[config.mk]
export PLATFORM = sky130hd
export DESIGN_NAME = lfa_alu
export DESIGN_NICKNAME = d
export VERILOG_FILES = /design/src/design/lfa_pkg.sv /design/src/design/lfa_adder.sv /design/src/design/lfa_alu.sv
export SDC_FILE = /design/constraint.sdc
export NUM_CORES = 1
export LEC_CHECK = 0
export BUFFER_PORTS_ARGS = -buffer_cell sky130_fd_sc_hd__buf_4
export CAP_MARGIN = 25
export CORE_MARGIN = 1
export CORE_UTILIZATION = 45
export DETAILED_ROUTE_END_ITERATION = 10
export GPL_TIMING_DRIVEN = 0
export PLACE_DENSITY = 0.77
export SLEW_MARGIN = 20
export SYNTH_ARGS = -nofsm -noshare
export SYNTH_HDL_FRONTEND = slang
export SYNTH_SLANG_ARGS = --single-unit
export TNS_END_PERCENT = 100
[constraint.sdc]
create_clock -name mclk -period 3.8 [get_ports mclk]
set_input_delay 0.76 -clock mclk [delete_from_list [all_inputs] [get_ports mclk]]
set_output_delay 0.76 -clock mclk [all_outputs]
set_load 0.005 [all_outputs]
[src/design/lfa_pkg.sv]
// Package for the literal/file ALU slice: opcode patterns, field layout,
// reset values. Assumes a 14-bit instruction word from the fetch stage.
package lfa_pkg;

  // ----------------------------------------
  // Field layout
  // ----------------------------------------
  localparam int LFA_IW = 14;
  localparam int LFA_DW = 8;
  localparam int LFA_AW = 7;
  localparam int LFA_DEST_BIT = 7;
  localparam int LFA_ADDR_LSB = 0;
  localparam int LFA_LIT_LSB = 0;

  // ----------------------------------------
  // Opcode patterns, top six bits
  // ----------------------------------------
  localparam logic [5:0] LFA_OPC_ADDL = 6'h3E;
  localparam logic [5:0] LFA_MSK_ADDL = 6'h3E;
  localparam logic [5:0] LFA_OPC_ANDL = 6'h39;
  localparam logic [5:0] LFA_OPC_IORL = 6'h38;
  localparam logic [5:0] LFA_OPC_MOVL = 6'h30;
  localparam logic [5:0] LFA_MSK_MOVL = 6'h3C;
  localparam logic [5:0] LFA_OPC_ANDF = 6'h05;
  localparam logic [5:0] LFA_OPC_ADDF = 6'h07;
  localparam logic [5:0] LFA_OPC_IORF = 6'h04;
  localparam logic [5:0] LFA_MSK_FULL = 6'h3F;

  // ----------------------------------------
  // Reset values
  // ----------------------------------------
  localparam logic [7:0] LFA_ACC_RST = 8'h00;
  localparam logic LFA_FLAG_RST = 1'b0;

  typedef enum logic [2:0] {
    LFA_NOP, LFA_ADD, LFA_AND, LFA_IOR, LFA_MOV
  } lfa_op_t;

endpackage : lfa_pkg

[src/design/lfa_adder.sv]
// Eight-bit adder with carry and digit-carry outputs.
// Assumes purely combinational use inside the execute stage.
`timescale 1ns/1ps
`default_nettype none
module lfa_adder #(
  parameter int DW = 8
) (
  input wire logic [DW-1:0] a,
  input wire logic [DW-1:0] b,
  output logic [DW-1:0] sum,
  output logic carry,
  output logic digit_carry
);
  logic [DW:0] full;
  logic [4:0] low;

  // ----------------------------------------
  // Sum and carries
  // ----------------------------------------
  assign full = {1'b0, a} + {1'b0, b};
  assign low = {1'b0, a[3:0]} + {1'b0, b[3:0]};
  assign sum = full[DW-1:0];
  assign carry = full[DW];
  assign digit_carry = low[4];
endmodule // lfa_adder
`default_nettype wire

[src/design/lfa_alu.sv]
// Execute stage for add/and/or with literal or file operand, and load of a literal.
// Assumes fetch gives one instruction per valid cycle and the register
// file returns file_rdata combinationally for file_addr in that cycle.
//
// What this block does
// - Add literal to accumulator, all flags
// - AND literal into accumulator, zero only
// - AND file with accumulator, zero only
// - Add file and accumulator, all flags
// - OR literal into accumulator, zero only
// - Load literal, flags unchanged, dont-cares any value
// - OR file with accumulator, zero only
// - Destination bit picks accumulator or file
`timescale 1ns/1ps
`default_nettype none
module lfa_alu
  import lfa_pkg::*;
#(
  parameter int IW = LFA_IW,
  parameter int DW = LFA_DW,
  parameter int AW = LFA_AW
) (
  input wire logic mclk,
  input wire logic srst,
  input wire logic instr_valid,
  input wire logic [IW-1:0] instr,
  output logic [AW-1:0] file_addr,
  input wire logic [DW-1:0] file_rdata,
  output logic file_we,
  output logic [DW-1:0] file_wdata,
  output logic [DW-1:0] acc_q,
  output logic carry_q,
  output logic digit_carry_q,
  output logic zero_q,
  output logic illegal
);
  lfa_op_t op;
  logic use_file;
  logic dest_file;
  logic flags_all;
  logic flags_zero;
  logic [DW-1:0] operand;
  logic [DW-1:0] result;
  logic [DW-1:0] sum;
  logic add_c;
  logic add_dc;

  // ----------------------------------------
  // Decode
  // ----------------------------------------
  function automatic logic hit(input logic [5:0] top, input logic [5:0] pat,
                               input logic [5:0] msk);
    return (top & msk) == pat;
  endfunction

  logic [5:0] top;
  assign top = instr[IW-1:IW-6];

  always_comb begin
    op = LFA_NOP;
    use_file = 1'b0;
    if (hit(top, LFA_OPC_ADDL, LFA_MSK_ADDL)) begin
      op = LFA_ADD;
    end else if (hit(top, LFA_OPC_ANDL, LFA_MSK_FULL)) begin
      op = LFA_AND;
    end else if (hit(top, LFA_OPC_IORL, LFA_MSK_FULL)) begin
      op = LFA_IOR;
    end else if (hit(top, LFA_OPC_MOVL, LFA_MSK_MOVL)) begin
      // Dont-care bits accepted in any value; assembler emits zeros
      op = LFA_MOV;
    end else if (hit(top, LFA_OPC_ANDF, LFA_MSK_FULL)) begin
      op = LFA_AND;
      use_file = 1'b1;
    end else if (hit(top, LFA_OPC_ADDF, LFA_MSK_FULL)) begin
      op = LFA_ADD;
      use_file = 1'b1;
    end else if (hit(top, LFA_OPC_IORF, LFA_MSK_FULL)) begin
      op = LFA_IOR;
      use_file = 1'b1;
    end
  end

  // ----------------------------------------
  // Operand select and result
  // ----------------------------------------
  // Address and literal both come from the low bits of the same word
  assign file_addr = instr[LFA_ADDR_LSB +: AW];
  assign operand = use_file ? file_rdata : instr[LFA_LIT_LSB +: DW];
  assign dest_file = use_file & instr[LFA_DEST_BIT];

  lfa_adder #(.DW(DW)) u_add (
    .a(acc_q),
    .b(operand),
    .sum(sum),
    .carry(add_c),
    .digit_carry(add_dc)
  );

  always_comb begin
    result = operand;
    flags_all = 1'b0;
    flags_zero = 1'b0;
    unique case (op)
      LFA_ADD: begin
        result = sum;
        flags_all = 1'b1;
      end
      LFA_AND: begin
        result = acc_q & operand;
        flags_zero = 1'b1;
      end
      LFA_IOR: begin
        result = acc_q | operand;
        flags_zero = 1'b1;
      end
      LFA_MOV: begin
        result = operand;
      end
      LFA_NOP: begin
        result = operand;
      end
    endcase
  end

  // Unknown opcodes belong to the rest of the core; flagged, no effect here
  assign illegal = instr_valid & (op == LFA_NOP);

  // ----------------------------------------
  // File write-back, same cycle
  // ----------------------------------------
  assign file_we = instr_valid & (op != LFA_NOP) & dest_file;
  assign file_wdata = result;

  // ----------------------------------------
  // Accumulator
  // ----------------------------------------
  always_ff @(posedge mclk) begin
    if (srst) begin
      acc_q <= LFA_ACC_RST;
    end else if (instr_valid && op != LFA_NOP && !dest_file) begin
      acc_q <= result;
    end
  end

  // ----------------------------------------
  // Status flags
  // ----------------------------------------
  always_ff @(posedge mclk) begin
    if (srst) begin
      zero_q <= LFA_FLAG_RST;
    end else if (instr_valid && (flags_all || flags_zero)) begin
      zero_q <= (result == '0);
    end
  end

  // Carry pair only moves on adds; logic ops keep it
  always_ff @(posedge mclk) begin
    if (srst) begin
      carry_q <= LFA_FLAG_RST;
      digit_carry_q <= LFA_FLAG_RST;
    end else if (instr_valid && flags_all) begin
      carry_q <= add_c;
      digit_carry_q <= add_dc;
    end
  end
endmodule // lfa_alu
`default_nettype wire

==> results of run 1 <==
-- timing repair --
item | in CTS | in global routing
endpoints found under the setup margin | 8 | 4
gates cloned | 0 | 0
buffers inserted | 9 | 7
pin swaps | 11 | 8
gates resized for setup | 19 | 7
-- worst min-delay path: cells and delay by family (launching register included) --
kind               cells  cell delay (ns)
and+or+nand+nor        1             0.07
AOI/OAI and AO/OA      1             0.05
DFF                    1             0.35
-- cells in the mapped netlist, types with 3 or more instances --
cell      count  area (µm²)
buf_4         8        60.1
xnor2_1       4        35.0
mux2i_1       5        50.1
nand2_1      17        63.8
clkbuf_1      3        11.3
nor3_1        4        20.0
nand3_1       3        15.0
or3_1         3        18.8
a21o_1        3        22.5
xor2_1        3        26.3
nor2_1       17        63.8
inv_1        18        67.6
a221oi_1      4        35.0
dfxtp_1      11         220
ha_1         16         200
a21oi_1      10        50.1
mux2_2        8        90.1
o21ai_0      13        65.1
a211oi_1      3        22.5
-- per-layer routing --
metal,wire (µm),GRT usage
met1,1740,0.294
met2,2060,0.442
met3,242,0.0544
met4,14,0.0662
met5,0,0
-- area by class of cell --
type | instances | area share
repair buffers | 66 | 0.248
plain buffers | 15 | 0.0501
clock buffers | 4 | 0.0127
well taps | 31 | 0.0187
flip-flops and latches | 11 | 0.106
inverters | 18 | 0.0326
multi-input cells | 136 | 0.532
-- cell families after synthesis --
logic type,count (synthesis),share of synthesized area
DFF,11,0.159
xor gates and xnor gates,7,0.0442
AOI/OAI and AO/OA,49,0.243
muxes,13,0.101
and+or+nand+nor,50,0.170
buffers and inverters,33,0.124
adders and majority gates,17,0.159
-- sequential cells by signal, summed over array words and instances, names as in the netlist --
signal         flops
acc_q              8
carry_q            1
digit_carry_q      1
zero_q             1
-- power by group through the flow --
stage	logic (µW)	clock network (µW)	registers, µW
global placement	144	0	124
detailed placement	146	0	124
finish	179	88.4	122
CTS	164	89.3	122
global route	196	91.6	122
floorplan	84.7	0	124
-- how the worst min path moves through the flow --
stage,from,end
global route,acc_q[5],acc_q[5]
detailed placement,acc_q[5],acc_q[5]
global placement,acc_q[5],acc_q[5]
finish,acc_q[5],acc_q[5]
floorplan,acc_q[5],acc_q[5]
CTS,acc_q[5],acc_q[5]
-- per-stage QoR --
step	area [µm²]	cells	total power (µW)	TNS, ns
6_report	2070	281	389	-0.0718
5_1_grt	2070	281	410	-0.244
4_1_cts	1990	274	375	0
3_5_place_dp	1800	261	271	-2.83
3_3_place_gp	1800	261	268	-2.64
2_1_floorplan	1390	180	209	0
==> flow_metrics.env, run 1 <==
export IMPL_numCtsBuffers=3
export IMPL_comb_power_share=0.459
export IMPL_regArea_um2=220
export IMPL_crit_arrival_ns=3.09
export IMPL_final_cell_mix="70 x buf_4, 18 x inv_1, 17 x nor2_1, 16 x nand2_1, 12 x ha_1"
export IMPL_cp_num_cells=12
export IMPL_p_int_uw=257
export IMPL_seq_area_frac_synth=0.159
export IMPL_grt_use_total=0.247
export IMPL_status="finished, violations left"
export IMPL_dieArea_um2=3310
export IMPL_violations="design-rule violations, negative setup slack"
export IMPL_cp_top_family="compound AO/OA/AOI/OAI gates"
export IMPL_post_drt_wl_per_cell_um=14.4
export IMPL_drt_iter0_drc=50
export IMPL_grt_max_degree=11
export IMPL_n_antenna_cell=0
export IMPL_cp_required_ns=3.04
export IMPL_clkPwrFrac=0.227
export IMPL_synthArstFlopShare=0
export IMPL_r2r_end="zero_q"
export IMPL_ys_flop_type="dfxtp_1"
export IMPL_tightest_slew_ns=0.673
export IMPL_multi_input_area_um2=1100
export IMPL_sw_frac_of_total=0.339
export IMPL_ys_types=42
export IMPL_ctsHoldBuffers=0
export IMPL_coreArea_um2=2830
export IMPL_first_global_vias=1464
export IMPL_portBuffers=50
export IMPL_final_nets=293
export IMPL_cp_start_kind="primary input"
export IMPL_clockBufferDepth=2
export IMPL_layout_setup_ws_ns=-0.0485
export IMPL_critPathKind="primary input to output pin"
export IMPL_r2r_slack_ns=1.23
export IMPL_crit_start="instr[13]"
export IMPL_synth_seq_cells=11
export IMPL_start_util=0.490
export IMPL_final_util=0.733
export IMPL_route_detailed_drc=3
export IMPL_syn_num_nets=222
export IMPL_r2r_start="acc_q[0]"
export IMPL_crit_buf_inv=3
export IMPL_drt_antenna_violating_nets=0
export IMPL_die_w_um=57.5
export IMPL_fin_crit_ns=3.85
export IMPL_die_y_um=57.5
export IMPL_cp_max_fo=5
export IMPL_final_common_cell="buf_4"
export IMPL_final_hold_violation_count=0
export IMPL_syn_inst=180
export IMPL_drv_slew=0
export IMPL_fillers=244
export IMPL_cp_cell_sequence="buf_8 -> nor4b_4 -> nand2_2 -> mux2_4 -> ha_4 -> buf_4 -> a211oi_4 -> o21bai_1 -> a21oi_2 -> xor2_1 -> a21oi_2 -> buf_4"
export IMPL_grt_pass1_wl_um=6290
export IMPL_routed_wl_um=4050
export IMPL_cp_slowest_cell="mux2_4"
export IMPL_avgSynthCellArea_um2=7.71
export IMPL_first_pass_iters=7
export IMPL_holdWs_ns=0.510
export IMPL_vias=1548
export IMPL_yosysWarnings=0
export IMPL_synth_edf_count=0
export IMPL_cp_end_kind="output pin"
export IMPL_setup_viol_count_final=2
export IMPL_crit_end="file_wdata[5]"
export IMPL_max_freq_mhz=260
export IMPL_gp_congestion=0.858
export IMPL_finalCritPeriodShare=1.01
export IMPL_p_switching_uw=132
export IMPL_clock_sinks=11
export IMPL_cts_htree_levels=1
export IMPL_hpwlAfterDp_um=2680
export IMPL_cts_clk_slew_worst_paths_ns=0.08
export IMPL_cts_tree="yes"
export IMPL_vdd_drop_max_mv=0.199
export IMPL_max_cap_viol_count=0
export IMPL_hold_class="flip-flop to flip-flop"
export IMPL_pin_count=53
export IMPL_clock_skew_final_ns=0.00242
export IMPL_rsz0062_at_grt="yes"
export IMPL_gr_total_overflow=0
export IMPL_critical_path_max_stage_delay_ns=0.35
export IMPL_seqPwrFrac=0.314
export IMPL_syn_cell_area_um2=1390
export IMPL_drive_above_1_share=0.432
export IMPL_powerDensity_nw_per_um2=188
export IMPL_root_buffer="clkbuf_4"
export IMPL_worstSkewPairLatency_ns=0.28
export IMPL_area_growth_pct=49.5
export IMPL_hold_depth=2
export IMPL_antenna_found_initial=0
export IMPL_row_count=19
export IMPL_slew_headroom=0.546
export IMPL_ff2ff_path_depth=8
export IMPL_p_leak_uw=0.000983
export IMPL_place_ws_ns=-0.601
export IMPL_vias_per_cell=5.51
(Power assumes the default switching activity.)
==> run 2, diff against run 1 <==
--- a/config.mk
+++ b/config.mk
@@ -9,9 +9,11 @@
 export CAP_MARGIN = 25
 export CORE_MARGIN = 1
 export CORE_UTILIZATION = 45
+export CTS_CLUSTER_SIZE = 8
 export DETAILED_ROUTE_END_ITERATION = 10
 export GPL_TIMING_DRIVEN = 0
 export PLACE_DENSITY = 0.77
+export RECOVER_POWER = 100
 export SLEW_MARGIN = 20
 export SYNTH_ARGS = -nofsm -noshare
 export SYNTH_HDL_FRONTEND = slang
==> run 2 against run 1 <==
The run still ends with design-rule violations, negative setup slack left. Critical endpoint unchanged. Largest cell class unchanged. Hold slack gained 0.00068 ns. Cell count is the same. Critical path type unchanged. Register-to-register slack is essentially flat. Combinational power is essentially flat. Maximum frequency is essentially flat. Flip-flop and latch count is the same. Sequential power is essentially flat. Clock power grew 1%.
==> flow_metrics.env, run 2 (synthesized netlist as in run 1, its figures left out) <==
export IMPL_drt_antenna_violating_nets=0
export IMPL_cp_cell_sequence="buf_8 -> nor4b_4 -> nand2_2 -> mux2_4 -> ha_4 -> buf_4 -> a211oi_4 -> o21bai_1 -> a21oi_2 -> xor2_1 -> a21oi_2 -> buf_4"
export IMPL_vdd_drop_max_mv=0.203
export IMPL_ctsHoldBuffers=0
export IMPL_area_growth_pct=49.2
export IMPL_cp_start_kind="primary input"
export IMPL_final_hold_violation_count=0
export IMPL_gr_total_overflow=0
export IMPL_grt_max_degree=11
export IMPL_cp_num_cells=12
export IMPL_numCtsBuffers=3
export IMPL_cts_clk_slew_worst_paths_ns=0.08
export IMPL_cp_top_family="compound AO/OA/AOI/OAI gates"
export IMPL_setup_viol_count_final=2
export IMPL_max_freq_mhz=260
export IMPL_cp_slowest_cell="mux2_4"
export IMPL_drv_slew=0
export IMPL_cp_end_kind="output pin"
export IMPL_powerDensity_nw_per_um2=188
export IMPL_min_from="acc_q[6]"
export IMPL_cp_required_ns=3.04
export IMPL_cts_htree_levels=1
export IMPL_max_cap_viol_count=0
export IMPL_row_count=19
export IMPL_slew_headroom=0.545
export IMPL_place_ws_ns=-0.601
export IMPL_hpwlAfterDp_um=2680
export IMPL_gp_congestion=0.858
export IMPL_route_detailed_drc=3
export IMPL_crit_arrival_ns=3.09
export IMPL_r2r_start="acc_q[0]"
export IMPL_clockBufferDepth=2
export IMPL_final_common_cell="buf_4"
export IMPL_hold_class="flip-flop to flip-flop"
export IMPL_rsz0062_at_grt="yes"
export IMPL_dieArea_um2=3310
export IMPL_vias=1547
export IMPL_die_w_um=57.5
export IMPL_cp_max_fo=5
export IMPL_worstHoldEndpoint="acc_q[6]"
export IMPL_layout_setup_ws_ns=-0.0484
export IMPL_first_pass_iters=7
export IMPL_first_global_vias=1464
export IMPL_ff2ff_path_depth=8
export IMPL_die_y_um=57.5
export IMPL_drt_iter0_drc=55
export IMPL_start_util=0.490
export IMPL_final_nets=293
export IMPL_post_drt_wl_per_cell_um=14.5
export IMPL_clock_sinks=11
export IMPL_cts_tree="yes"
export IMPL_final_cell_mix="52 x buf_4, 20 x clkbuf_4, 18 x inv_1, 17 x nor2_1, 16 x nand2_1"
export IMPL_antenna_found_initial=0
export IMPL_critical_path_max_stage_delay_ns=0.35
export IMPL_tightest_slew_ns=0.675
export IMPL_worstSkewPairLatency_ns=0.28
export IMPL_root_buffer="clkbuf_4"
export IMPL_hold_depth=2
export IMPL_grt_pass1_wl_um=6290
export IMPL_grt_use_total=0.247
export IMPL_regMostFlops="acc_q"
export IMPL_critPathKind="primary input to output pin"
export IMPL_routed_wl_um=4090
export IMPL_largest_reg_flops=8
export IMPL_coreArea_um2=2830
export IMPL_vias_per_cell=5.51
export IMPL_violations="design-rule violations, negative setup slack"
export IMPL_portBuffers=50
export IMPL_drive_above_1_share=0.428
export IMPL_crit_buf_inv=3
export IMPL_fin_crit_ns=3.85
export IMPL_n_antenna_cell=0
export IMPL_holdWs_ns=0.511
export IMPL_clock_skew_final_ns=0.000864
export IMPL_r2r_end="zero_q"
export IMPL_r2r_slack_ns=1.23
export IMPL_pin_count=53
export IMPL_p_leak_uw=0.000972
export IMPL_status="finished, violations left"
export IMPL_finalCritPeriodShare=1.01
[run 2: cell count changes in the layout (fill, tap and decap cells not counted)]
cell      change
clkbuf_1      +1
clkbuf_4     +17
buf_4        -18
[run 2: routing by layer]
metal	vias up	track usage	routed length, µm
li1	767	-	-
met1	728	0.294	1800
met2	48	0.442	2030
met3	4	0.0544	222
met4	0	0.0662	30
met5	-	0	0
[run 2: per-stage QoR]
| stage | utilization | setup TNS, ns | instances | area, µm² | total power, µW |
|---|---|---|---|---|---|
| after floorplan | - | 0 | 180 | 1390 | 209 |
| after global placement | 0.638 | -2.64 | 261 | 1800 | 268 |
| after detailed placement | 0.638 | -2.83 | 261 | 1800 | 271 |
| after CTS | 0.705 | 0 | 274 | 1990 | 375 |
| after global routing | 0.732 | -0.244 | 281 | 2070 | 409 |
| final | 0.732 | -0.0692 | 281 | 2070 | 389 |
[run 2: timing repair]
action | CTS | global route
pin swaps | 11 | 8
setup buffers | 9 | 7
endpoints found under the setup margin | 8 | 4
gates resized for setup | 19 | 7
[run 2: layout make-up]
| class | count | area [µm²] |
|---|---|---|
| Inverter | 18 | 67.6 |
| Clock buffer | 4 | 26.3 |
| Tap cell | 31 | 38.8 |
| Buffer | 15 | 104 |
| Fill cell | 244 | 758 |
| Sequential cell | 11 | 220 |
| Timing Repair Buffer | 66 | 510 |
| Multi-Input combinational cell | 136 | 1100 |
[run 2: power breakdown]
| part | internal (µW) | switching (µW) |
|---|---|---|
| sequential | 119 | 3.37 |
| clock | 40.8 | 48.7 |
| combinational | 96.7 | 81.0 |
[run 2: worst reg2reg max path, stage by stage (launching register included)]
cell,delay [ns]
dfxtp_1,0.43
ha_4,0.17
fa_2,0.43
nand3_1,0.08
a21oi_1,0.04
a221o_1,0.31
or3_1,0.37
or4_1,0.44
o41ai_2,0.21
[run 2: worst max path at each step]
stage / startpoint / end / slack [ns]
floorplan: instr[10] / file_wdata[6] / 0.003
global placement: instr[11] / file_wdata[7] / -0.57
finish: instr[13] / file_wdata[5] / -0.05
CTS: instr[12] / file_wdata[6] / 0.005
global route: instr[13] / file_wdata[5] / -0.13
detailed placement: instr[11] / file_wdata[7] / -0.60
